===== src/core/msgstat_params.svh =====
// Constants for the message, status and sense handling block
`ifndef MSGSTAT_PARAMS_SVH
`define MSGSTAT_PARAMS_SVH
// Message codes
`define MSG_CMD_COMPLETE 8'h00
`define MSG_EXTENDED 8'h01
`define MSG_SAVE_PTR 8'h02
`define MSG_DISCONNECT 8'h04
`define MSG_ABORT 8'h06
`define MSG_REJECT 8'h07
`define MSG_DEV_RESET 8'h0c
`define MSG_IDENTIFY 8'h80
// Status codes in bits 4..1
`define STAT_GOOD 4'h0
`define STAT_CHECK 4'h1
// Sense keys
`define SENSE_NONE 4'h0
`define SENSE_ILLEGAL 4'h5
`define SENSE_ERROR 4'h9
`define SENSE_ABORTED 4'hb
// Request sense opcode and sense byte holding the key
`define OP_REQ_SENSE 8'h03
`define SENSE_KEY_BYTE 8'h02
// Command/status buffer depth
`define CSB_DEPTH 8
`define CSB_AW 3
// Register offsets
`define REG_CTRL 8'h00
`define REG_STATUS 8'h04
`define REG_SENSE 8'h08
`define REG_CSB_CNT 8'h0c
`define REG_CSB_DATA 8'h10
`define REG_MSG_OUT 8'h14
// CTRL fields
`define CTRL_MODE_BIT 0
`define CTRL_RESET 8'h00
`endif


===== src/core/msgstat_pkg.sv =====
// Types for the message, status and sense handling block
package msgstat_pkg;
	typedef enum logic [2:0] {
		ST_IDLE = 3'b000,
		ST_STATUS = 3'b001,
		ST_COMPLETE = 3'b010,
		ST_SAVEPTR = 3'b011,
		ST_DISC = 3'b100,
		ST_IDENT = 3'b101,
		ST_REJECT = 3'b110,
		ST_EXT = 3'b111
	} tgt_state_t;
endpackage : msgstat_pkg


===== src/core/msgstat_core.sv =====
// Message, status byte and sense key handling of the bus-side controller
`timescale 1ns/1ps
`include "msgstat_params.svh"

// Overview of operation
// - Target mode status byte bits 7, 6, 5 forced to zero; code in bits 4..1.
// - Status bit 0 set after read when end seen, else cleared.
// - Status code 0000 when command finished without error.
// - Status code 0001 on error; initiator then requests sense, opcode 3.
// - Target mode sends message 0 when the command is done.
// - Initiator mode stores received command complete in the buffer only.
// - Message 1 leads a multi-byte message, only in continuous status.
// - Message 2 is sent before every disconnect message.
// - Message 4 is sent before releasing the bus.
// - Initiator mode: busy loss after disconnect is no error; await reconnection.
// - Disconnected command leaves 0x04 and 0x80 ahead of status and message.
// - Received abort kills a pending disconnected command, else no effect.
// - Initiator mode sends abort to stop the command in progress.
// - Unknown or improper received message answered by message reject.
// - Received bus device reset handled exactly as abort.
// - Initiator mode sends bus device reset to clear a target.
// - Identify sent right after reconnection; received identify enables disconnect.
// - Initiator mode sends identify; received identify stored and ends the reselection wait.
// - Sense key placed in byte 2 of the sense data.
// - Sense key 0 after success, 5 for illegal opcode or parameter.
// - Sense key 9 when the last command hit an error.
// - Sense key 11 after an aborted command; initiator may retry.
// - Initiator mode makes no status or sense of its own, passes target's.
module msgstat_core (
	// Clock, reset, enable
	input wire logic i_clk,
	input wire logic i_rstn,
	input wire logic i_ce,
	// Register port
	input wire logic [7:0] i_addr,
	input wire logic [31:0] i_wdata,
	input wire logic i_wr,
	input wire logic i_rd,
	output logic [31:0] o_rdata,
	// Target mode command events
	input wire logic i_cmd_done,
	input wire logic i_cmd_err,
	input wire logic i_cmd_illegal,
	input wire logic i_read_cmd,
	input wire logic i_block_read_cmd,
	input wire logic i_stat_cmd,
	input wire logic i_read_end,
	input wire logic i_want_disc,
	input wire logic i_reconnect,
	input wire logic i_cont_status,
	input wire logic [7:0] i_sense_idx,
	// Received message bytes
	input wire logic i_msg_in_vld,
	input wire logic [7:0] i_msg_in,
	// Initiator mode events
	input wire logic i_stat_in_vld,
	input wire logic [7:0] i_stat_in,
	input wire logic i_bsy_lost,
	input wire logic i_send_abort,
	input wire logic i_send_reset,
	input wire logic i_send_ident,
	// Outgoing bytes
	output logic o_msg_vld,
	output logic [7:0] o_msg,
	output logic o_stat_vld,
	output logic [7:0] o_stat,
	output logic [7:0] o_sense_byte,
	output logic o_aborted,
	output logic o_bus_err,
	output logic o_await_resel
);

	typedef struct packed {
		logic init_mode;
		msgstat_pkg::tgt_state_t st;
		logic [3:0] code;
		logic end_bit;
		logic [3:0] sense;
		logic disc_ok;
		logic pending;
		logic cont;
		logic await;
		logic [`CSB_DEPTH-1:0][7:0] csb;
		logic [`CSB_AW:0] cnt;
		logic [`CSB_AW-1:0] rptr;
		logic [31:0] rdata;
		logic msg_vld;
		logic [7:0] msg;
		logic stat_vld;
		logic [7:0] stat;
		logic [7:0] sense_byte;
		logic aborted;
		logic bus_err;
	} state_t;

	state_t r, nxt;
	logic known;
	logic kill;

	// Known received message set
	always_comb begin
		known = (i_msg_in == `MSG_ABORT) || (i_msg_in == `MSG_DEV_RESET) || i_msg_in[7];
		kill = i_msg_in_vld && !r.init_mode &&
			((i_msg_in == `MSG_ABORT) || (i_msg_in == `MSG_DEV_RESET));
	end

	always_comb begin
		nxt = r;
		nxt.msg_vld = 1'b0;
		nxt.stat_vld = 1'b0;
		// Register writes
		if (i_wr && i_addr == `REG_CTRL) begin
			nxt.init_mode = i_wdata[`CTRL_MODE_BIT];
		end
		if (i_wr && i_addr == `REG_MSG_OUT && r.init_mode) begin
			nxt.msg_vld = 1'b1;
			nxt.msg = i_wdata[7:0];
		end
		// Register reads, data in the next cycle
		nxt.rdata = 32'h0;
		if (i_rd) begin
			case (i_addr)
				`REG_CTRL: nxt.rdata = {31'h0, r.init_mode};
				`REG_STATUS: nxt.rdata = {24'h0, r.await, r.disc_ok, r.pending,
					r.code, r.end_bit};
				`REG_SENSE: nxt.rdata = {28'h0, r.sense};
				`REG_CSB_CNT: nxt.rdata = {28'h0, r.cnt};
				`REG_CSB_DATA: nxt.rdata = {24'h0, r.csb[r.rptr]};
				default: nxt.rdata = 32'h0;
			endcase
		end
		if (i_rd && i_addr == `REG_CSB_DATA && r.cnt != '0) begin
			nxt.rptr = r.rptr + 1'b1;
			nxt.cnt = r.cnt - 1'b1;
		end
		if (i_wr && i_addr == `REG_CSB_CNT) begin
			nxt.cnt = '0;
			nxt.rptr = '0;
		end
		if (r.init_mode) begin
			// Initiator mode: bytes from target stored; disconnect sets and identify clears await
			if ((i_msg_in_vld || i_stat_in_vld) && nxt.cnt != `CSB_DEPTH) begin
				nxt.csb[(nxt.rptr + nxt.cnt[`CSB_AW-1:0])] = i_msg_in_vld ? i_msg_in : i_stat_in;
				nxt.cnt = nxt.cnt + 1'b1;
			end
			if (i_msg_in_vld && i_msg_in == `MSG_DISCONNECT) begin
				nxt.await = 1'b1;
			end
			if (i_msg_in_vld && i_msg_in[7]) begin
				nxt.await = 1'b0;
			end
			nxt.bus_err = i_bsy_lost && !r.await;
			if (i_send_abort) begin
				nxt.msg_vld = 1'b1;
				nxt.msg = `MSG_ABORT;
			end else if (i_send_reset) begin
				nxt.msg_vld = 1'b1;
				nxt.msg = `MSG_DEV_RESET;
			end else if (i_send_ident) begin
				nxt.msg_vld = 1'b1;
				nxt.msg = `MSG_IDENTIFY;
			end
		end else begin
			nxt.bus_err = 1'b0;
			nxt.aborted = 1'b0;
			if (i_msg_in_vld && i_msg_in[7]) begin
				nxt.disc_ok = 1'b1;
			end
			if (kill && r.pending) begin
				nxt.pending = 1'b0;
				nxt.aborted = 1'b1;
				nxt.sense = `SENSE_ABORTED;
				nxt.code = `STAT_CHECK;
			end
			if (i_read_cmd || i_block_read_cmd) begin
				nxt.end_bit = i_read_end;
			end
			if (i_cont_status) begin
				nxt.cont = 1'b1;
			end
			case (r.st)
				msgstat_pkg::ST_IDLE: begin
					if (i_msg_in_vld && !known) begin
						nxt.st = msgstat_pkg::ST_REJECT;
					end else if (i_want_disc && r.disc_ok) begin
						nxt.pending = 1'b1;
						nxt.st = msgstat_pkg::ST_SAVEPTR;
					end else if (i_reconnect && r.pending) begin
						nxt.pending = 1'b0;
						nxt.st = msgstat_pkg::ST_IDENT;
					end else if (i_cmd_done) begin
						nxt.code = (i_cmd_err || i_cmd_illegal) ? `STAT_CHECK : `STAT_GOOD;
						nxt.sense = i_cmd_illegal ? `SENSE_ILLEGAL :
							i_cmd_err ? `SENSE_ERROR : `SENSE_NONE;
						nxt.st = msgstat_pkg::ST_STATUS;
					end else if (i_stat_cmd) begin
						nxt.st = msgstat_pkg::ST_STATUS;
					end
				end
				msgstat_pkg::ST_STATUS: begin
					nxt.stat_vld = 1'b1;
					nxt.stat = {3'b000, r.code, r.end_bit};
					nxt.st = r.cont ? msgstat_pkg::ST_EXT : msgstat_pkg::ST_COMPLETE;
				end
				msgstat_pkg::ST_EXT: begin
					nxt.msg_vld = 1'b1;
					nxt.msg = `MSG_EXTENDED;
					nxt.cont = 1'b0;
					nxt.st = msgstat_pkg::ST_COMPLETE;
				end
				msgstat_pkg::ST_COMPLETE: begin
					nxt.msg_vld = 1'b1;
					nxt.msg = `MSG_CMD_COMPLETE;
					nxt.st = msgstat_pkg::ST_IDLE;
				end
				msgstat_pkg::ST_SAVEPTR: begin
					nxt.msg_vld = 1'b1;
					nxt.msg = `MSG_SAVE_PTR;
					nxt.st = msgstat_pkg::ST_DISC;
				end
				msgstat_pkg::ST_DISC: begin
					nxt.msg_vld = 1'b1;
					nxt.msg = `MSG_DISCONNECT;
					nxt.st = msgstat_pkg::ST_IDLE;
				end
				msgstat_pkg::ST_IDENT: begin
					nxt.msg_vld = 1'b1;
					nxt.msg = `MSG_IDENTIFY;
					nxt.st = msgstat_pkg::ST_IDLE;
				end
				msgstat_pkg::ST_REJECT: begin
					nxt.msg_vld = 1'b1;
					nxt.msg = `MSG_REJECT;
					nxt.st = msgstat_pkg::ST_IDLE;
				end
				default: nxt.st = msgstat_pkg::ST_IDLE;
			endcase
			// Sense byte lookup for request sense data
			nxt.sense_byte = (i_sense_idx == `SENSE_KEY_BYTE) ? {4'h0, nxt.sense} : 8'h00;
		end
		if (r.init_mode) begin
			nxt.sense_byte = 8'h00;
		end
	end

	always_ff @(posedge i_clk) begin
		if (!i_rstn) begin
			r <= '0;
		end else if (i_ce) begin
			r <= nxt;
		end
	end

	// Outputs from flip-flops
	always_comb begin
		o_rdata = r.rdata;
		o_msg_vld = r.msg_vld;
		o_msg = r.msg;
		o_stat_vld = r.stat_vld;
		o_stat = r.stat;
		o_sense_byte = r.sense_byte;
		o_aborted = r.aborted;
		o_bus_err = r.bus_err;
		o_await_resel = r.await;
	end

	a_status_top_zero: assert property (@(posedge i_clk) disable iff (!i_rstn)
		o_stat_vld
		|-> o_stat[7:5] == 3'b000)
		else $error("status top bits set");

	a_complete_after_stat: assert property (@(posedge i_clk) disable iff (!i_rstn)
		(o_stat_vld && i_ce && !r.cont && !r.init_mode)
		|=> (o_msg_vld && o_msg == 8'h00))
		else $error("no complete after status");

	a_disc_after_save: assert property (@(posedge i_clk) disable iff (!i_rstn)
		(o_msg_vld && o_msg == 8'h02 && i_ce && !r.init_mode)
		|=> (o_msg_vld && o_msg == 8'h04))
		else $error("disconnect missing after save");

	a_no_busy_err: assert property (@(posedge i_clk) disable iff (!i_rstn)
		(r.init_mode && r.await && i_ce)
		|=> !o_bus_err)
		else $error("busy loss flagged");

	a_good_code: assert property (@(posedge i_clk) disable iff (!i_rstn)
		(r.st == msgstat_pkg::ST_IDLE && i_cmd_done && !i_cmd_err && !i_cmd_illegal && i_ce
		&& !r.init_mode && !i_msg_in_vld && !i_want_disc && !i_reconnect)
		|=> ##1 (o_stat_vld && o_stat[4:1] == 4'h0)) else $error("good code wrong");

	a_abort_sense: assert property (@(posedge i_clk) disable iff (!i_rstn)
		(kill && r.pending && i_ce)
		|=> (o_aborted && r.sense == 4'hb))
		else $error("abort sense wrong");

	a_reject_unknown: assert property (@(posedge i_clk) disable iff (!i_rstn)
		(r.st == msgstat_pkg::ST_IDLE && i_msg_in_vld && !known && !r.init_mode && i_ce)
		|=> ##1 (o_msg_vld && o_msg == 8'h07))
		else $error("no reject");

	a_init_abort_send: assert property (@(posedge i_clk) disable iff (!i_rstn)
		(r.init_mode && i_send_abort && i_ce && !i_wr)
		|=> (o_msg_vld && o_msg == 8'h06))
		else $error("abort not sent");

	a_ext_before_cmpl: assert property (@(posedge i_clk) disable iff (!i_rstn)
		(o_stat_vld && i_ce && r.cont && !r.init_mode)
		|=> (o_msg_vld && o_msg == 8'h01))
		else $error("extended message missing");

	a_save_then_disc: assert property (@(posedge i_clk) disable iff (!i_rstn)
		(o_msg_vld && o_msg == 8'h04 && !r.init_mode && $past(i_ce))
		|-> ($past(o_msg_vld) && $past(o_msg) == 8'h02))
		else $error("disconnect without save");

	a_ident_reconnect: assert property (@(posedge i_clk) disable iff (!i_rstn)
		(r.st == msgstat_pkg::ST_IDLE && i_reconnect && r.pending && i_ce && !r.init_mode
		&& !i_msg_in_vld && !i_want_disc)
		|=> ##1 (o_msg_vld && o_msg == 8'h80)) else $error("identify missing");

	a_init_no_status: assert property (@(posedge i_clk) disable iff (!i_rstn)
		(r.init_mode && i_ce)
		|=> !o_stat_vld)
		else $error("status made in initiator mode");

	a_init_sense_zero: assert property (@(posedge i_clk) disable iff (!i_rstn)
		(r.init_mode && i_ce)
		|=> o_sense_byte == 8'h00)
		else $error("sense made in initiator mode");

	a_end_bit_load: assert property (@(posedge i_clk) disable iff (!i_rstn)
		((i_read_cmd || i_block_read_cmd) && !r.init_mode && i_ce)
		|=> r.end_bit == $past(i_read_end))
		else $error("end bit not loaded");

	a_sense_key_byte: assert property (@(posedge i_clk) disable iff (!i_rstn)
		(!r.init_mode && i_ce && i_sense_idx != 8'h02)
		|=> o_sense_byte == 8'h00)
		else $error("sense key outside byte 2");

	a_abort_idle_none: assert property (@(posedge i_clk) disable iff (!i_rstn)
		(kill && !r.pending && i_ce)
		|=> !o_aborted)
		else $error("abort with nothing pending");

	a_reset_kill: assert property (@(posedge i_clk) disable iff (!i_rstn)
		(kill && r.pending && i_msg_in == 8'h0c && !i_want_disc && i_ce)
		|=> (!r.pending && r.sense == 4'hb))
		else $error("device reset not as abort");

	a_reset_send: assert property (@(posedge i_clk) disable iff (!i_rstn)
		(r.init_mode && i_send_reset && !i_send_abort && i_ce)
		|=> (o_msg_vld && o_msg == 8'h0c))
		else $error("device reset not sent");

	a_ident_send: assert property (@(posedge i_clk) disable iff (!i_rstn)
		(r.init_mode && i_send_ident && !i_send_abort && !i_send_reset && i_ce)
		|=> (o_msg_vld && o_msg == 8'h80))
		else $error("identify not sent");

	a_check_code: assert property (@(posedge i_clk) disable iff (!i_rstn)
		(r.st == msgstat_pkg::ST_IDLE && i_cmd_done && i_cmd_err && i_ce && !r.init_mode
		&& !i_msg_in_vld && !i_want_disc && !i_reconnect)
		|=> ##1 (o_stat_vld && o_stat[4:1] == 4'h1)) else $error("check code wrong");

	a_sense_none: assert property (@(posedge i_clk) disable iff (!i_rstn)
		(r.st == msgstat_pkg::ST_IDLE && i_cmd_done && !i_cmd_err && !i_cmd_illegal && i_ce
		&& !r.init_mode && !i_msg_in_vld && !i_want_disc && !i_reconnect)
		|=> r.sense == 4'h0) else $error("sense not cleared");

	a_busy_err_flag: assert property (@(posedge i_clk) disable iff (!i_rstn)
		(r.init_mode && !r.await && i_bsy_lost && i_ce)
		|=> o_bus_err)
		else $error("busy loss not flagged");

	a_csb_store: assert property (@(posedge i_clk) disable iff (!i_rstn)
		(r.init_mode && i_msg_in_vld && r.cnt != 4'h8 && !i_rd && !i_wr && i_ce)
		|=> r.cnt == $past(r.cnt) + 4'h1)
		else $error("message byte not stored");

endmodule : msgstat_core


===== config.mk =====
export PLATFORM = sky130hd
export DESIGN_NAME = msgstat_core
export DESIGN_NICKNAME = d
export VERILOG_FILES = /design/src/core/msgstat_pkg.sv /design/src/core/msgstat_core.sv
export VERILOG_INCLUDE_DIRS = /design/src /design/src/core
export SDC_FILE = /design/constraint.sdc
export NUM_CORES = 1
export LEC_CHECK = 0
export ABC_AREA = 0
export BUFFER_PORTS_ARGS = -buffer_cell sky130_fd_sc_hd__buf_2
export CORE_MARGIN = 3
export CORE_UTILIZATION = 55
export DETAILED_ROUTE_END_ITERATION = 10
export HOLD_SLACK_MARGIN = 0.03
export PLACE_DENSITY = 0.83
export SYNTH_ARGS = -nofsm -noshare
export SYNTH_HDL_FRONTEND = slang
export SYNTH_SLANG_ARGS = --single-unit

===== constraint.sdc =====
create_clock -name i_clk -period 4.8 [get_ports i_clk]
set_clock_uncertainty 0.15 [all_clocks]
set_input_delay 0.72 -clock i_clk [delete_from_list [all_inputs] [get_ports i_clk]]
set_output_delay 0.72 -clock i_clk [all_outputs]
set_load 0.02 [all_outputs]

* After elaboration in Yosys (flattened, before gate mapping)
Cells that the tools add are included.
W data, S select, Z words.
** Storage, ports and cells
- Register bits :: 145
- Input bits :: 85
- Logic and storage cells :: 148
** Cells by class
- $add $sub $neg :: 4
- Magnitude comparators :: 3
- Equality and inequality tests :: 18
- Multiplexer cells :: 55
- Bitwise logic cells :: 1
- Reductions and logical operators :: 40
** Operators with widths (count)
- $mux W4 :: 17
- $bwmux W64 :: 1
- $mux W9 :: 6
- $pmux W9 S6 :: 1
- $mux W8 :: 5
- $pmux W8 S5 :: 1
- $bmux W8 S3 :: 1
- $demux W8 S3 :: 1
- $eq A8 B3 Y1 const B :: 3
- $eq A8 B4 Y1 const B :: 3
- $reduce_and A3 Y1 :: 7
- $mux W18 :: 1
- $mux W3 :: 6
- $logic_and A1 B1 Y1 :: 17
- $eq A8 B5 Y1 const B :: 2
- $pmux W3 S5 :: 1
- $mux W7 :: 2
- $eq A3 B3 Y1 const B :: 4
- $mux W1 :: 12
- $eq A8 B2 Y1 const B :: 1
- $logic_not A8 Y1 :: 1
- $lt A3 B4 Y1 const B :: 2
- $eq A3 B2 Y1 const B :: 2
- $ne A6 B6 Y1 const B :: 1
- 15 further kinds :: 23

* Longest topological paths before layout
- Depth after elaboration :: 13
- Mapped depth :: 14
- Gate-level depth less buffers :: 14

* Worst setup path before layout
OpenSTA, ideal clock, no wires.
- Path kind :: input to register
- Start point :: in i_addr[2]
- End point :: reg r[75] (netlist name)
- Library setup time :: 0.073 ns
- Data arrival time :: 4.059 ns
- Setup slack :: 0.518 ns
- Cell stages on the path :: 10
- Buffers on the path :: 1
- Cell sequence :: or4_1 > buf_2 > nor4b_4 > mux2_2 > nor2_1 > inv_1 > fa_1 > nand3_1 > nor3_2 > mux2i_1
** Between the ends
- Cells in the longest elaborated chain, start to end :: 11
- Elaborated cells on any way between the ends :: 17
- Classes of those cells :: add/sub (1); order compare (2); eq/ne (3); mux (5); reduce/logical (6)
** RTL lines
- start, declared :: line msgstat_core.sv:35 : input wire logic [7:0] i_addr,
- $eq A8 B5 Y1
- $logic_and A1 B1 Y1 (no source line)
- $logic_and A1 B1 Y1 :: line msgstat_core.sv:132 : if (i_rd && i_addr == `REG_CSB_DATA && r.cnt != '0) begin
- $mux W7 :: line msgstat_core.sv:132
- $mux W7 (*) :: line msgstat_core.sv:136 : if (i_wr && i_addr == `REG_CSB_CNT) begin
- $add A3 B3 Y3 :: line msgstat_core.sv:143 : nxt.csb[(nxt.rptr + nxt.cnt[`CSB_AW-1:0])] = i_msg_in_vld ? i_msg_in : i_stat_in;
- $lt A3 B4 Y1 / $ge A3 B1 Y1 (equally long branches) :: line msgstat_core.sv:143
- $logic_and A1 B1 Y1 :: line msgstat_core.sv:143
- $mux W8 :: line msgstat_core.sv:143
- $demux W8 S3 :: line msgstat_core.sv:143
- $bwmux W64 :: line msgstat_core.sv:143
- end signal, assigned :: line msgstat_core.sv:250 : r <= nxt;
- end, declared :: line msgstat_core.sv:96 : state_t r, nxt;
Every way passes the cells marked *; elsewhere a longest branch is shown, timed or not.
A chain may end at the register's enable or synchronous reset.

* Worst setup path in the final report
- Start point :: in i_addr[2]
- End point :: reg r[114] (netlist name)
The elaborated chain is that of the path after synthesis.

==> run summary <==
Status = complete, no violations
Die area = 13180 sq um
Setup slack, reg-to-reg = 940 ps
Grt total ovfl = 0
Hold path depth = 2
Critical path data arrival time = 4340 ps
Clock Pin Slew Worst Setup and Hold Paths = 50 ps
DRC viols = 0
Min-Delay Endpoint = o_sense_byte[0]
Max-slew headroom = 43.78%
First DRT Iteration DRCs = 481
CTS tree = done
FF/Latch Area = 2422 sq um
Hold-fix buffers, CTS = 0
Pwr dens = 335.0 nW/um^2
Vias in the first global route = 5373
Crit path max fanout = 11
Final net count = 856
Initial antenna violation count = 0
VDD IR-drop max = 274.5 uV
Post-DP HPWL = 11350 um
CTS Sinks = 121
Layout cells sized above 1 = 25.00%
Clk buf depth = 2
Num rows = 39
Multi-input logic area = 3578 sq um
FF+latch count, synth = 121
Mapped Area = 6509 sq um
Highest Signal Layer = met4
Final setup viols = 0
Min-delay worst type = reg -> reg
Worst setup EP type = flop
Main combinational cell family by area after synthesis = simple AND/OR/NAND/NOR gates
Avg Inst Size Synth = 9.298 sq um
Root Buffer = clkbuf_16
Setup CP Type = in -> reg
Critical hold path startpoint = o_sense_byte[0]
Total GRT Usage = 24.88%
Worst-Margin Slew = 831.5 ps
Pins Over Slew Limit = 0
Ys Warns = 0
Internal = 1.894 mW
Initial core utilization = 56.52%
Post-CTS setup buffers = 0
Min cycle time layout = 4156 ps
Synth area leader = dfxtp_1
Synth top area cells = dfxtp_1 (37%), mux2i_1 (12%), buf_4 (6.5%)
First-pass iteration count of the detailed router = 7
Reg-to-Reg Start = r[64]
Required time worst endpoint = 4990 ps
Fraction of registers with async set or reset after synthesis = 0%
GPL Wtd Cong = 0.9078
Register area share after synthesis = 37.22%
Period utilization = 86.57%
Number of synthesized flops with an enable pin = 0
Routed vias = 5358
Port bufs = 94
Core area = 11520 sq um
Logic pwr share = 8.1%
Maxcap violations = 0
Switching Power = 0.5919 mW
Post-DR wirelength/cell = 17.50 um
Dominant register cell in the synthesized netlist = dfxtp_1
Clock Latency Late Sink = 410 ps
TritonCTS buffer count = 17
Area delta synth->final = 14.03%
Met2 wire length = 8196 um
Syn Inst Count = 700
Reg-to-reg endpoint = r[114]
Clk pwr share = 50.4%
# IOs = 146
Wire length on met3 = 1030 um
Worst R2R Path Depth = 14
Switching share of power = 23.81%
Post-Synth XOR/XNOR Area = 1.461%
Multiplexer area fraction after synthesis = 20.09%
Fillers = 915
Post-synth top area share = 37.22%
Detailed-route wire length = 16080 um
Post-Synth Adder-Cell Area = 1.269%
Leak = 2.890 nW
Setup TNS = 0 ps
Die width = 114.8 um
Die height = 114.8 um
Final ANT Viol Nets = 0
Largest net degree at the start of global routing = 73
Sequential power share = 41.5%
Maximum level of the CTS H-tree = 4
Critical Path Start Type = input port
Avg Vias per Cell = 5.830
Synth Area in Simple Gates = 20.22%
RSZ-0062 raised after global routing = no
# diodes = 0
Resized cells post-CTS = 0
Compound-gate portion of the synthesized area = 10.38%
Total power = 2.486 mW
Count leader, synth = dfxtp_1
First-pass GRT wire length = 25940 um
Commonest cells post-synth = dfxtp_1 (121), nand2_1 (111), mux2i_1 (77), buf_4 (56)
Yosys cell types = 69
Max frequency = 240.6 MHz
Final Hold Viols = 0
Metal-1 WL = 6469 um
[metrics by stage]
stage | cells | area, sq um | util [%] | worst slack [ps] | hold WS [ps]
6_report | 919 | 7422 | 64.45 | 644.4 | 292.1
2_1_floorplan | 726 | 6606 | - | 518.1 | 266.8
4_1_cts | 919 | 7422 | 64.45 | 679.6 | 293.2
3_3_place_gp | 889 | 6843 | 59.42 | 357.2 | 271.6
3_5_place_dp | 889 | 6843 | 59.42 | 274.3 | 286.0
5_1_grt | 919 | 7422 | 64.45 | 451.4 | 309.0
[final cells by class]
class	instances	share of cell area, %
multi-input cells	502	48.21
clock buffers	22	6.524
clock inverters	8	1.281
flip-flops and latches	121	32.64
repair buffers	113	8.429
well taps	143	2.411
inverters	10	0.5057
[sequential cells by signal, indices dropped and copies added, names as in the netlist]
register / count
o_sense_byte: 8
o_stat_vld: 1
o_aborted: 1
o_msg: 8
o_msg_vld: 1
o_stat: 5
r: 87
o_bus_err: 1
o_rdata: 8
o_await_resel: 1
[cell usage in the layout, fill, tap and decap left out, types with 3 or more instances in the layout]
cell type  netlist  routed
dfxtp_1        121     121
nand2_1        111     111
buf_2            1      94
mux2i_1         77      77
nor2_1          34      34
conb_1           1      27
a21oi_1         26      26
o21ai_0         21      21
nor2b_1         18      18
buf_4           56      18
clkbuf_16        0      17
mux4_2          16      16
nand3_1         13      13
and2_1          13      13
a21boi_0        12      12
mux2_2          12      12
inv_1           10      10
nor3_1           9       9
and3_1           7       7
o21a_1           7       7
nor4_1           6       6
nand2b_1         6       6
nor3_4           5       5
xnor2_1          5       5
ha_1             5       5
xor2_1           4       4
a31oi_1          4       4
a22oi_1          4       4
o2bb2ai_1        4       4
clkinv_2         0       4
clkbuf_8         0       4
nor3_2           3       3
nand4b_1         3       3
a22o_1           3       3
a222oi_1         3       3
[cell families after synthesis]
logic type      Yosys count
buf+inv                 103
fa+ha+maj                 6
xor+xnor                 10
other cells               1
compound gates          100
flops                   121
mux                     107
simple gates            252
[worst max-delay path by stage]
stage / start / to / depth (start not counted)
floorplan: i_addr[2] / r[75] / 10
global placement: i_addr[2] / r[113] / 13
detailed placement: i_addr[2] / r[107] / 13
CTS: i_addr[2] / r[110] / 13
global route: i_addr[2] / r[111] / 13
finish: i_addr[2] / r[114] / 13
[power groups by stage]
stage	combinational [mW]	clock (mW)	sequential, mW
2_1_floorplan	0.160	0	1.05
3_3_place_gp	0.190	0	1.05
3_5_place_dp	0.196	0	1.05
4_1_cts	0.198	1.26	1.03
5_1_grt	0.221	1.31	1.03
6_report	0.201	1.25	1.03
[routing by layer]
metal / global-route usage, % / vias up
met5: 0 / -
met4: 9.859 / 0
met3: 6.579 / 38
met2: 43.15 / 240
met1: 29.41 / 2559
li1: - / 2521
[worst max-delay path, cell delays in order]
cell and delay (ps):
buf_2 170, or4_1 680, nor4b_4 360, buf_4 200, xnor2_1 90, nor2_1 290, ha_1 210, inv_1 50
fa_1 660, nand3_1 210, nor3_4 340, buf_12 180, mux2i_1 190
No activity file was read; power rests on OpenSTA's default activity.
